### src/pkg/sccu_pkg.sv
// Purpose: shared constants for the status and common command unit
// Assumes: classic wishbone register access, 32-bit data
// Notes:   command codes are written into the command register
package sccu_pkg;

  // ------------------------------------------------------------
  // bus and register map
  // ------------------------------------------------------------
  localparam int          ADR_W        = 8;
  localparam int          DAT_W        = 32;
  localparam logic [7:0]  OFF_CMD      = 8'h00;
  localparam logic [7:0]  OFF_REPLY    = 8'h04;
  localparam logic [7:0]  OFF_ESR      = 8'h08;
  localparam logic [7:0]  OFF_STAT     = 8'h0c;
  localparam logic [7:0]  OFF_ESE      = 8'h10;
  localparam logic [7:0]  OFF_SRE      = 8'h14;
  localparam logic [7:0]  OFF_IRQ_STAT = 8'h18;
  localparam logic [7:0]  OFF_IRQ_MASK = 8'h1c;

  // ------------------------------------------------------------
  // command codes, cmd register bits [3:0], argument in [15:8]
  // ------------------------------------------------------------
  localparam logic [3:0]  CMD_OPC      = 4'h1;
  localparam logic [3:0]  CMD_OPCQ     = 4'h2;
  localparam logic [3:0]  CMD_RST      = 4'h3;
  localparam logic [3:0]  CMD_SRE      = 4'h4;
  localparam logic [3:0]  CMD_SREQ     = 4'h5;
  localparam logic [3:0]  CMD_STBQ     = 4'h6;
  localparam logic [3:0]  CMD_TSTQ     = 4'h7;
  localparam logic [3:0]  CMD_WAI      = 4'h8;
  localparam logic [3:0]  CMD_ESRQ     = 4'h9;
  localparam int          CMD_CODE_LSB = 0;
  localparam int          CMD_ARG_LSB  = 8;

  // ------------------------------------------------------------
  // status byte and event register fields
  // ------------------------------------------------------------
  localparam int          STB_MAV      = 4;
  localparam int          STB_ESB      = 5;
  localparam int          STB_MSS      = 6;
  localparam int          STB_OSB      = 7;
  localparam int          ESR_OPC      = 0;
  localparam logic [7:0]  OPCQ_VALUE   = 8'h01;
  localparam logic [7:0]  SRE_RST      = 8'h00;
  localparam logic [7:0]  ESE_RST      = 8'h00;
  localparam logic [7:0]  ESR_RST      = 8'h00;
  localparam int          REPLY_VLD    = 8;

  // ------------------------------------------------------------
  // status word and interrupt bits
  // ------------------------------------------------------------
  localparam int          ST_SRQ       = 8;
  localparam int          ST_TSTF      = 9;
  localparam int          ST_HOLD      = 10;
  localparam int          ST_OPCARM    = 11;
  localparam int          IRQ_W        = 4;
  localparam int          IRQ_OPC      = 0;
  localparam int          IRQ_REPLY    = 1;
  localparam int          IRQ_SRQ      = 2;
  localparam int          IRQ_REFUSE   = 3;

  typedef enum logic [1:0] {
    SCCU_W_IDLE = 2'b01,
    SCCU_W_HOLD = 2'b10
  } sccu_wstate_t;

endpackage : sccu_pkg

### src/rtl/sccu_wait.sv
// Purpose: hold-off tracker that waits for all pending operations
// Assumes: op_pending is synchronous to clk
// Notes:   done is a one-cycle pulse at the end of a hold
`timescale 1ns/1ns
`default_nettype none
module sccu_wait (
  input  wire logic clk,
  input  wire logic sys_rst,
  input  wire logic start,
  input  wire logic op_pending,
  output logic      busy,
  output logic      done
);
  import sccu_pkg::*;

  sccu_wstate_t state_r;

  // ------------------------------------------------------------
  // hold state machine
  // ------------------------------------------------------------
  always_ff @(posedge clk) begin
    if (sys_rst) begin
      state_r <= SCCU_W_IDLE;
    end else begin
      unique case (state_r)
        SCCU_W_IDLE: begin
          if (start) begin
            state_r <= SCCU_W_HOLD;
          end
        end
        SCCU_W_HOLD: begin
          if (!op_pending) begin
            state_r <= SCCU_W_IDLE;
          end
        end
        default: begin
          state_r <= SCCU_W_IDLE;
        end
      endcase
    end
  end

  assign busy = (state_r == SCCU_W_HOLD);
  assign done = busy && !op_pending;
endmodule : sccu_wait
`default_nettype wire

### src/rtl/sccu_top.sv
// Purpose: common status and synchronisation command unit
// Assumes: commands arrive as codes over classic wishbone
// Notes:   single-entry output queue, one level interrupt
// How it works
// opc arms; event bit set once no selected operation is pending
// controller should send opc last in a command string
// opc query waits for completion, then queues value one
// reset command restores all controller parameters to power-up values
// enable argument is a bit-weight sum; set bit enables, clear disables
// status byte: message available bit4, event summary bit5, operation bit7
// enable query returns the current enable mask as weight sum
// status byte query returns flags and changes no register
// self-test query answers 0 for no errors, 1 for errors
// self-test answer comes from power-up test; query starts nothing
// wait command stalls further commands until nothing is pending; here commands written during the hold are refused and dropped
// end of wait leaves the completion event bit alone
// event register query returns the weight sum of set event bits
// event summary set while any enabled event bit is set
`timescale 1ns/1ns
`default_nettype none
module sccu_top (
  input  wire logic                        clk,
  input  wire logic                        sys_rst,
  input  wire logic [sccu_pkg::ADR_W-1:0]  wb_adr_i,
  input  wire logic [sccu_pkg::DAT_W-1:0]  wb_dat_i,
  input  wire logic [3:0]                  wb_sel_i,
  input  wire logic                        wb_we_i,
  input  wire logic                        wb_cyc_i,
  input  wire logic                        wb_stb_i,
  output logic      [sccu_pkg::DAT_W-1:0]  wb_dat_o,
  output logic                             wb_ack_o,
  input  wire logic                        op_pending,
  input  wire logic                        op_summary,
  input  wire logic [7:0]                  dev_evt,
  input  wire logic                        selftest_fail,
  output logic                             params_rst,
  output logic                             srq,
  output logic                             irq
);
  import sccu_pkg::*;

  // ------------------------------------------------------------
  // declarations
  // ------------------------------------------------------------
  logic              ack_r;
  logic [DAT_W-1:0]  dat_r;
  logic              acc;
  logic              wr;
  logic              rd;
  logic              cmd_wr;
  logic [3:0]        code;
  logic [7:0]        arg;
  logic              is_query;
  logic              known;
  logic              fire;
  logic              refuse;
  logic [7:0]        sre_r;
  logic [7:0]        ese_r;
  logic [7:0]        esr_r;
  logic [7:0]        reply_r;
  logic              reply_vld_r;
  logic              opc_arm_r;
  logic              hold_opcq_r;
  logic              tst_fail_r;
  logic              tst_taken_r;
  logic              rst_pulse_r;
  logic [IRQ_W-1:0]  irq_stat_r;
  logic [IRQ_W-1:0]  irq_mask_r;
  logic              srq_q_r;
  logic              reply_vld_q_r;
  logic              w_busy;
  logic              w_done;
  logic              w_start;
  logic              opc_hit;
  logic              esb;
  logic [7:0]        stb;
  logic [IRQ_W-1:0]  irq_evt;

  // ------------------------------------------------------------
  // helpers
  // ------------------------------------------------------------
  function automatic logic hit(input logic [ADR_W-1:0] a, input logic [7:0] off);
    hit = (a == off);
  endfunction : hit

  function automatic logic [DAT_W-1:0] zx8(input logic [7:0] v);
    zx8 = {{(DAT_W-8){1'b0}}, v};
  endfunction : zx8

  // ------------------------------------------------------------
  // wishbone slave, one wait state
  // ------------------------------------------------------------
  assign acc      = wb_cyc_i && wb_stb_i && !ack_r;
  assign wr       = acc && wb_we_i;
  assign rd       = acc && !wb_we_i;
  assign wb_ack_o = ack_r;
  assign wb_dat_o = dat_r;

  always_ff @(posedge clk) begin
    if (sys_rst) begin
      ack_r <= 1'b0;
    end else begin
      ack_r <= acc;
    end
  end

  // ------------------------------------------------------------
  // command decode
  // ------------------------------------------------------------
  assign cmd_wr   = wr && hit(wb_adr_i, OFF_CMD) && wb_sel_i[0];
  assign code     = wb_dat_i[CMD_CODE_LSB +: 4];
  assign arg      = wb_sel_i[1] ? wb_dat_i[CMD_ARG_LSB +: 8] : 8'h00;
  assign is_query = (code == CMD_OPCQ) || (code == CMD_SREQ) || (code == CMD_STBQ)
                 || (code == CMD_TSTQ) || (code == CMD_ESRQ);
  assign known    = is_query || (code == CMD_OPC) || (code == CMD_RST)
                 || (code == CMD_SRE) || (code == CMD_WAI);
  // refused while a hold runs or for an unknown code; a query needs an empty output queue
  assign refuse   = cmd_wr && (w_busy || !known || (is_query && reply_vld_r));
  assign fire     = cmd_wr && !refuse;
  assign w_start  = fire && ((code == CMD_WAI) || (code == CMD_OPCQ));

  sccu_wait u_wait (
    .clk        (clk),
    .sys_rst    (sys_rst),
    .start      (w_start),
    .op_pending (op_pending),
    .busy       (w_busy),
    .done       (w_done)
  );

  always_ff @(posedge clk) begin
    if (sys_rst) begin
      hold_opcq_r <= 1'b0;
    end else if (w_start) begin
      hold_opcq_r <= (code == CMD_OPCQ);
    end
  end

  // ------------------------------------------------------------
  // operation complete event
  // ------------------------------------------------------------
  always_ff @(posedge clk) begin
    if (sys_rst) begin
      opc_arm_r <= 1'b0;
    end else if (fire && code == CMD_OPC) begin
      opc_arm_r <= 1'b1;
    end else if (opc_hit) begin
      opc_arm_r <= 1'b0;
    end
  end

  assign opc_hit = opc_arm_r && !op_pending;

  // event register; sets win over the clear by query, wait end touches nothing
  always_ff @(posedge clk) begin
    if (sys_rst) begin
      esr_r <= ESR_RST;
    end else begin
      esr_r <= ((fire && code == CMD_ESRQ) ? 8'h00 : esr_r) | dev_evt
             | (opc_hit ? (8'h01 << ESR_OPC) : 8'h00);
    end
  end

  // ------------------------------------------------------------
  // enable masks and parameter reset
  // ------------------------------------------------------------
  always_ff @(posedge clk) begin
    if (sys_rst) begin
      sre_r <= SRE_RST;
      ese_r <= ESE_RST;
    end else if (fire && code == CMD_RST) begin
      sre_r <= SRE_RST;
      ese_r <= ESE_RST;
    end else begin
      if (fire && code == CMD_SRE) begin
        sre_r <= arg;
      end
      if (wr && hit(wb_adr_i, OFF_ESE) && wb_sel_i[0]) begin
        ese_r <= wb_dat_i[7:0];
      end
    end
  end

  always_ff @(posedge clk) begin
    if (sys_rst) begin
      rst_pulse_r <= 1'b0;
    end else begin
      rst_pulse_r <= fire && (code == CMD_RST);
    end
  end

  assign params_rst = rst_pulse_r;

  // ------------------------------------------------------------
  // power-up self-test capture
  // ------------------------------------------------------------
  always_ff @(posedge clk) begin
    if (sys_rst) begin
      tst_taken_r <= 1'b0;
      tst_fail_r  <= 1'b0;
    end else if (!tst_taken_r) begin
      tst_taken_r <= 1'b1;
      tst_fail_r  <= selftest_fail;
    end
  end

  // ------------------------------------------------------------
  // status byte and service request
  // ------------------------------------------------------------
  assign esb = |(esr_r & ese_r);
  always_comb begin
    stb          = 8'h00;
    stb[STB_MAV] = reply_vld_r;
    stb[STB_ESB] = esb;
    stb[STB_OSB] = op_summary;
    stb[STB_MSS] = |(stb & sre_r & ~(8'h01 << STB_MSS));
  end
  assign srq = stb[STB_MSS];

  // ------------------------------------------------------------
  // output queue, one entry; a read of the reply register pops it
  // ------------------------------------------------------------
  always_ff @(posedge clk) begin
    if (sys_rst) begin
      reply_r     <= 8'h00;
      reply_vld_r <= 1'b0;
    end else if (w_done && hold_opcq_r) begin
      reply_r     <= OPCQ_VALUE;
      reply_vld_r <= 1'b1;
    end else if (fire && is_query && code != CMD_OPCQ) begin
      reply_vld_r <= 1'b1;
      unique case (code)
        CMD_SREQ: reply_r <= sre_r;
        CMD_STBQ: reply_r <= stb;
        CMD_TSTQ: reply_r <= {7'h00, tst_fail_r};
        default:  reply_r <= esr_r;
      endcase
    end else if (rd && hit(wb_adr_i, OFF_REPLY)) begin
      reply_vld_r <= 1'b0;
    end
  end

  // ------------------------------------------------------------
  // interrupts, write one to clear, set wins
  // ------------------------------------------------------------
  always_ff @(posedge clk) begin
    if (sys_rst) begin
      srq_q_r       <= 1'b0;
      reply_vld_q_r <= 1'b0;
    end else begin
      srq_q_r       <= srq;
      reply_vld_q_r <= reply_vld_r;
    end
  end

  always_comb begin
    irq_evt             = '0;
    irq_evt[IRQ_OPC]    = opc_hit;
    irq_evt[IRQ_REPLY]  = reply_vld_r && !reply_vld_q_r;
    irq_evt[IRQ_SRQ]    = srq && !srq_q_r;
    irq_evt[IRQ_REFUSE] = refuse;
  end

  always_ff @(posedge clk) begin
    if (sys_rst) begin
      irq_stat_r <= '0;
      irq_mask_r <= '0;
    end else begin
      irq_stat_r <= (wr && hit(wb_adr_i, OFF_IRQ_STAT) && wb_sel_i[0])
                  ? ((irq_stat_r & ~wb_dat_i[IRQ_W-1:0]) | irq_evt)
                  : (irq_stat_r | irq_evt);
      if (wr && hit(wb_adr_i, OFF_IRQ_MASK) && wb_sel_i[0]) begin
        irq_mask_r <= wb_dat_i[IRQ_W-1:0];
      end
    end
  end

  assign irq = |(irq_stat_r & irq_mask_r);

  // ------------------------------------------------------------
  // read data
  // ------------------------------------------------------------
  always_ff @(posedge clk) begin
    if (sys_rst) begin
      dat_r <= '0;
    end else if (rd) begin
      unique case (wb_adr_i)
        OFF_CMD:      dat_r <= {{(DAT_W-1){1'b0}}, w_busy};
        OFF_REPLY:    dat_r <= zx8(reply_r) | (DAT_W'(reply_vld_r) << REPLY_VLD);
        OFF_ESR:      dat_r <= zx8(esr_r);
        OFF_STAT:     dat_r <= zx8(stb) | (DAT_W'(srq) << ST_SRQ)
                             | (DAT_W'(tst_fail_r) << ST_TSTF)
                             | (DAT_W'(w_busy) << ST_HOLD)
                             | (DAT_W'(opc_arm_r) << ST_OPCARM);
        OFF_ESE:      dat_r <= zx8(ese_r);
        OFF_SRE:      dat_r <= zx8(sre_r);
        OFF_IRQ_STAT: dat_r <= {{(DAT_W-IRQ_W){1'b0}}, irq_stat_r};
        OFF_IRQ_MASK: dat_r <= {{(DAT_W-IRQ_W){1'b0}}, irq_mask_r};
        default:      dat_r <= '0;
      endcase
    end
  end
endmodule : sccu_top
`default_nettype wire

### config.mk
export PLATFORM = sky130hd
export DESIGN_NAME = sccu_top
export DESIGN_NICKNAME = d
export VERILOG_FILES = /design/src/pkg/sccu_pkg.sv /design/src/rtl/sccu_wait.sv /design/src/rtl/sccu_top.sv
export SDC_FILE = /design/constraint.sdc
export NUM_CORES = 1
export LEC_CHECK = 0
export BUFFER_PORTS_ARGS = -buffer_cell sky130_fd_sc_hd__buf_2
export CAP_MARGIN = 15
export CORE_UTILIZATION = 54
export CTS_BUF_LIST = sky130_fd_sc_hd__clkbuf_2 sky130_fd_sc_hd__clkbuf_4 sky130_fd_sc_hd__clkbuf_8
export DETAILED_ROUTE_END_ITERATION = 10
export PLACE_DENSITY = 0.89
export SLEW_MARGIN = 5
export SYNTH_ARGS = -nofsm -noshare
export SYNTH_HDL_FRONTEND = slang
export SYNTH_SLANG_ARGS = --single-unit
### constraint.sdc
create_clock -name clk -period 2.6 [get_ports clk]
set_input_delay 0.52 -clock clk [delete_from_list [all_inputs] [get_ports clk]]
set_output_delay 0.52 -clock clk [all_outputs]
set_load 0.02 [all_outputs]
==> key figures <==
Route
  – Wire length per cell: 17.7 microns
  – Routed WL: between 9000 and 10000 microns
  – DR vias: between 3000 and 4000
  – Vias per inst: just over 6
  – Drt pass-1 iters: 5
  – Iteration-0 DRC Markers: 467
  – DRT antenna net count: 0
  – DRC Markers: 0

Clocking
  – Hold buffers post-CTS: 0
  – TritonCTS buffer count: 9
  – H-Tree Depth: 3
  – Max Root-Sink Buffers: 2
  – Clock Latency Late Sink: 0.35 ns
  – Post-CTS setup buffers: 0
  – Clk sinks: 63
  – Post-cts repair resize count: 0
  – Clk pin slew, worst setup/hold paths: 0.07 ns
  – CTS root buffer: clkbuf_8
  – CTS tree: done

Critical path
  – Reg2reg setup slack: a little under 0.6 ns
  – RR Endpoint: reply_r[7]$_SDFFE_PP0P_
  – Startpoint types: flop
  – WP data arrival: 1.88 ns
  – R2r worst-path depth: 7
  – CP Capture Type: primary output
  – Max FO, Critical Path: 4
  – RR Startpoint: wb_ack_o$_SDFF_PP0_
  – Setup Crit Path Kind: flop to primary output
  – Critical Path RT: ~2.1 ns

Outcome
  – Status: complete, no violations

Global route
  – Initial antenna violation count: 0
  – Global-route wire length before repair: around 15000 microns
  – Routing usage on met2: ~47%
  – Global-route usage over all layers: just over 30%
  – Grt ovf: 0
  – Met1 global-route usage: just over 40%
  – Vias in the first global route: slightly below 3000
  – Pin count of the biggest net entering global routing: 34
  – Gr busiest metal: met2
  – Met3 usage in global routing: 6.89%

Layout
  – Final-stage net count: 532
  – Register area: approximately 1300 sq um
  – Most common library cell in the layout ignoring fill and taps: dfxtp_1
  – Fill cells: 508
  – Multi-input gate area: approximately 1900 sq um
  – Share of cells above drive strength 1: a little under a quarter
  – Area Growth Syn to Fin: 16.4%
  – Antenna diode instance count: 0
  – Most frequent cells in the layout: 63 x dfxtp_1, 57 x buf_2, 32 x nor2_1
  – Post-Layout Cell Count: ~550

STA
  – RSZ-0062 raised after global routing: no
  – Max-slew violations: 0
  – Measured slew at the worst slew-check pin: between 0.6 and 0.7 ns
  – Minimum clock period: roughly 2.4 ns
  – Setup_tns: 0 ns
  – Final hold viol count: 0
  – Final worst path period share: 92.4%
  – Slew headroom: between 50% and 60%
  – Final Setup Violations: 0
  – FMAX: ~420 MHz
  – Final clock skew: slightly below 0.01 ns

Power
  – VDD IR-drop max: ~300 uV
  – PwrDens: 513 nW/um^2
  – P_leak: around 0.0016 uW

Yosys
  – FF+latch count, synth: 63
  – Ys async rst share: 0%
  – Library cells used by synthesis: 66
  – Ys Warns: 0
  – Post-synthesis sequential area ratio: a little under two fifths
  – Mean area per synthesized cell: 8.38 sq um
  – Most used DFF post-synth: dfxtp_1
  – Area of the mapped netlist: about 3400 sq um
  – Synth Instances: 410
  – Number of flops mapped to enable cells by yosys: 0

Floorplan
  – I/O Pins: 96
  – Die area: 6690 sq um
  – Die Ht: between 80 and 90 microns
  – Row cnt: 28
  – Core Region: approximately 6000 sq um
  – Starting Density: 57.0%
  – Chip width: just over 80 microns

Placed design
  – Detail Placement HPWL: 7140 microns
  – Inst Count DP: 536
  – GPL Wtd Cong: slightly below 1
  – Port buffer count: 57

Min path
  – Hold_sp: dev_evt[3]
  – Hold-critical path depth: 3
  – Hold Path Class: input port to flop
  – Hold path endpoint: esr_r[3]$_SDFF_PP0_

Run
  – Maxcap violations: 0
[power breakdown]
group | switching, uW | internal, uW
sequential | 16.5 | 976
clock | 388 | 446
combinational | 148 | 76.8
[state kept, by name (all words and copies together), names as in the netlist, 2 cells and up]
signal / cells
ese_r: 8
esr_r: 8
irq_mask_r: 4
irq_stat_r: 4
reply_r: 8
sre_r: 8
u_wait.state_r: 2
wb_dat_o: 12
[worst max-delay path by stage]
stage | startpoint | end | slack, ns
after global routing | esr_r[0]$_SDFF_PP0_ | srq | 0.15
after floorplan | wb_adr_i[2] | esr_r[4]$_SDFF_PP0_ | 0.16
after detailed placement | wb_adr_i[2] | sre_r[5]$_SDFFE_PP0P_ | 0.05
after global placement | wb_adr_i[2] | reply_r[7]$_SDFFE_PP0P_ | 0.07
after CTS | esr_r[0]$_SDFF_PP0_ | srq | 0.21
final | esr_r[0]$_SDFF_PP0_ | srq | 0.20
[metrics by stage]
stage	total power, uW	setup WS [ns]	cell area [sq um]	hold slack [ns]	utilization (%)
floorplan	1170	0.158	3510	0.439	-
global placement	1230	0.0676	3800	0.429	63.1
detailed placement	1230	0.0498	3800	0.445	63.1
CTS	2040	0.209	4000	0.401	66.4
global route	2120	0.147	4000	0.412	66.4
finish	2050	0.198	4000	0.405	66.4
[synth_stat cells (4+ instances only)]
library cell | number | area share [%]
o21ai_0 | 25 | 3.6
o21ai_1 | 9 | 1.3
nor3_1 | 8 | 1.2
nand2_1 | 28 | 3.1
nor4_1 | 5 | 0.91
a221oi_1 | 6 | 1.5
a2bb2oi_1 | 4 | 1.0
mux2_2 | 5 | 1.6
nor2_1 | 32 | 3.5
nor2b_1 | 10 | 1.8
a22oi_1 | 18 | 3.9
buf_4 | 21 | 4.6
inv_1 | 13 | 1.4
dfxtp_1 | 63 | 37
a21oi_1 | 31 | 4.5
clkbuf_1 | 21 | 2.3
nand4_1 | 14 | 2.5
nand3_1 | 14 | 2.0
mux2i_1 | 13 | 3.8
[worst max-delay path, stage by stage (launching register included)]
cell	delay, ns
dfxtp_1	0.37
a22oi_1	0.25
nand4_1	0.24
a21oi_1	0.40
inv_1	0.10
buf_2	0.17
[area by class of cell]
cell class                      count  area share (%)
Tap cell                           75            2.35
Clock inverter                      3           0.375
Clock buffer                       13            4.47
Multi-Input combinational cell    306            48.2
Inverter                           13            1.22
Timing Repair Buffer               79            11.9
Sequential cell                    63            31.5
[logic make-up (layout without fill, tap and decap cells)]
logic type | count (synthesis) | count (layout) | share of synthesized area [%]
other cells | 1 | 20 | 0.109
flops | 63 | 63 | 36.7
compound gates | 124 | 124 | 24.0
xor+xnor | 1 | 1 | 0.255
buf+inv | 60 | 108 | 9.32
mux | 19 | 19 | 6.08
simple gates | 142 | 142 | 23.5
[routing by layer]
layer | routed length [microns] | share of wire (%) | vias up
met4 | 191 | 2.0 | 0
met3 | 984 | 10 | 21
met1 | 4030 | 41 | 1568
met5 | 0 | 0 | -
met2 | 4550 | 47 | 225
li1 | - | - | 1607
No activity file was read; power rests on OpenSTA's default activity.
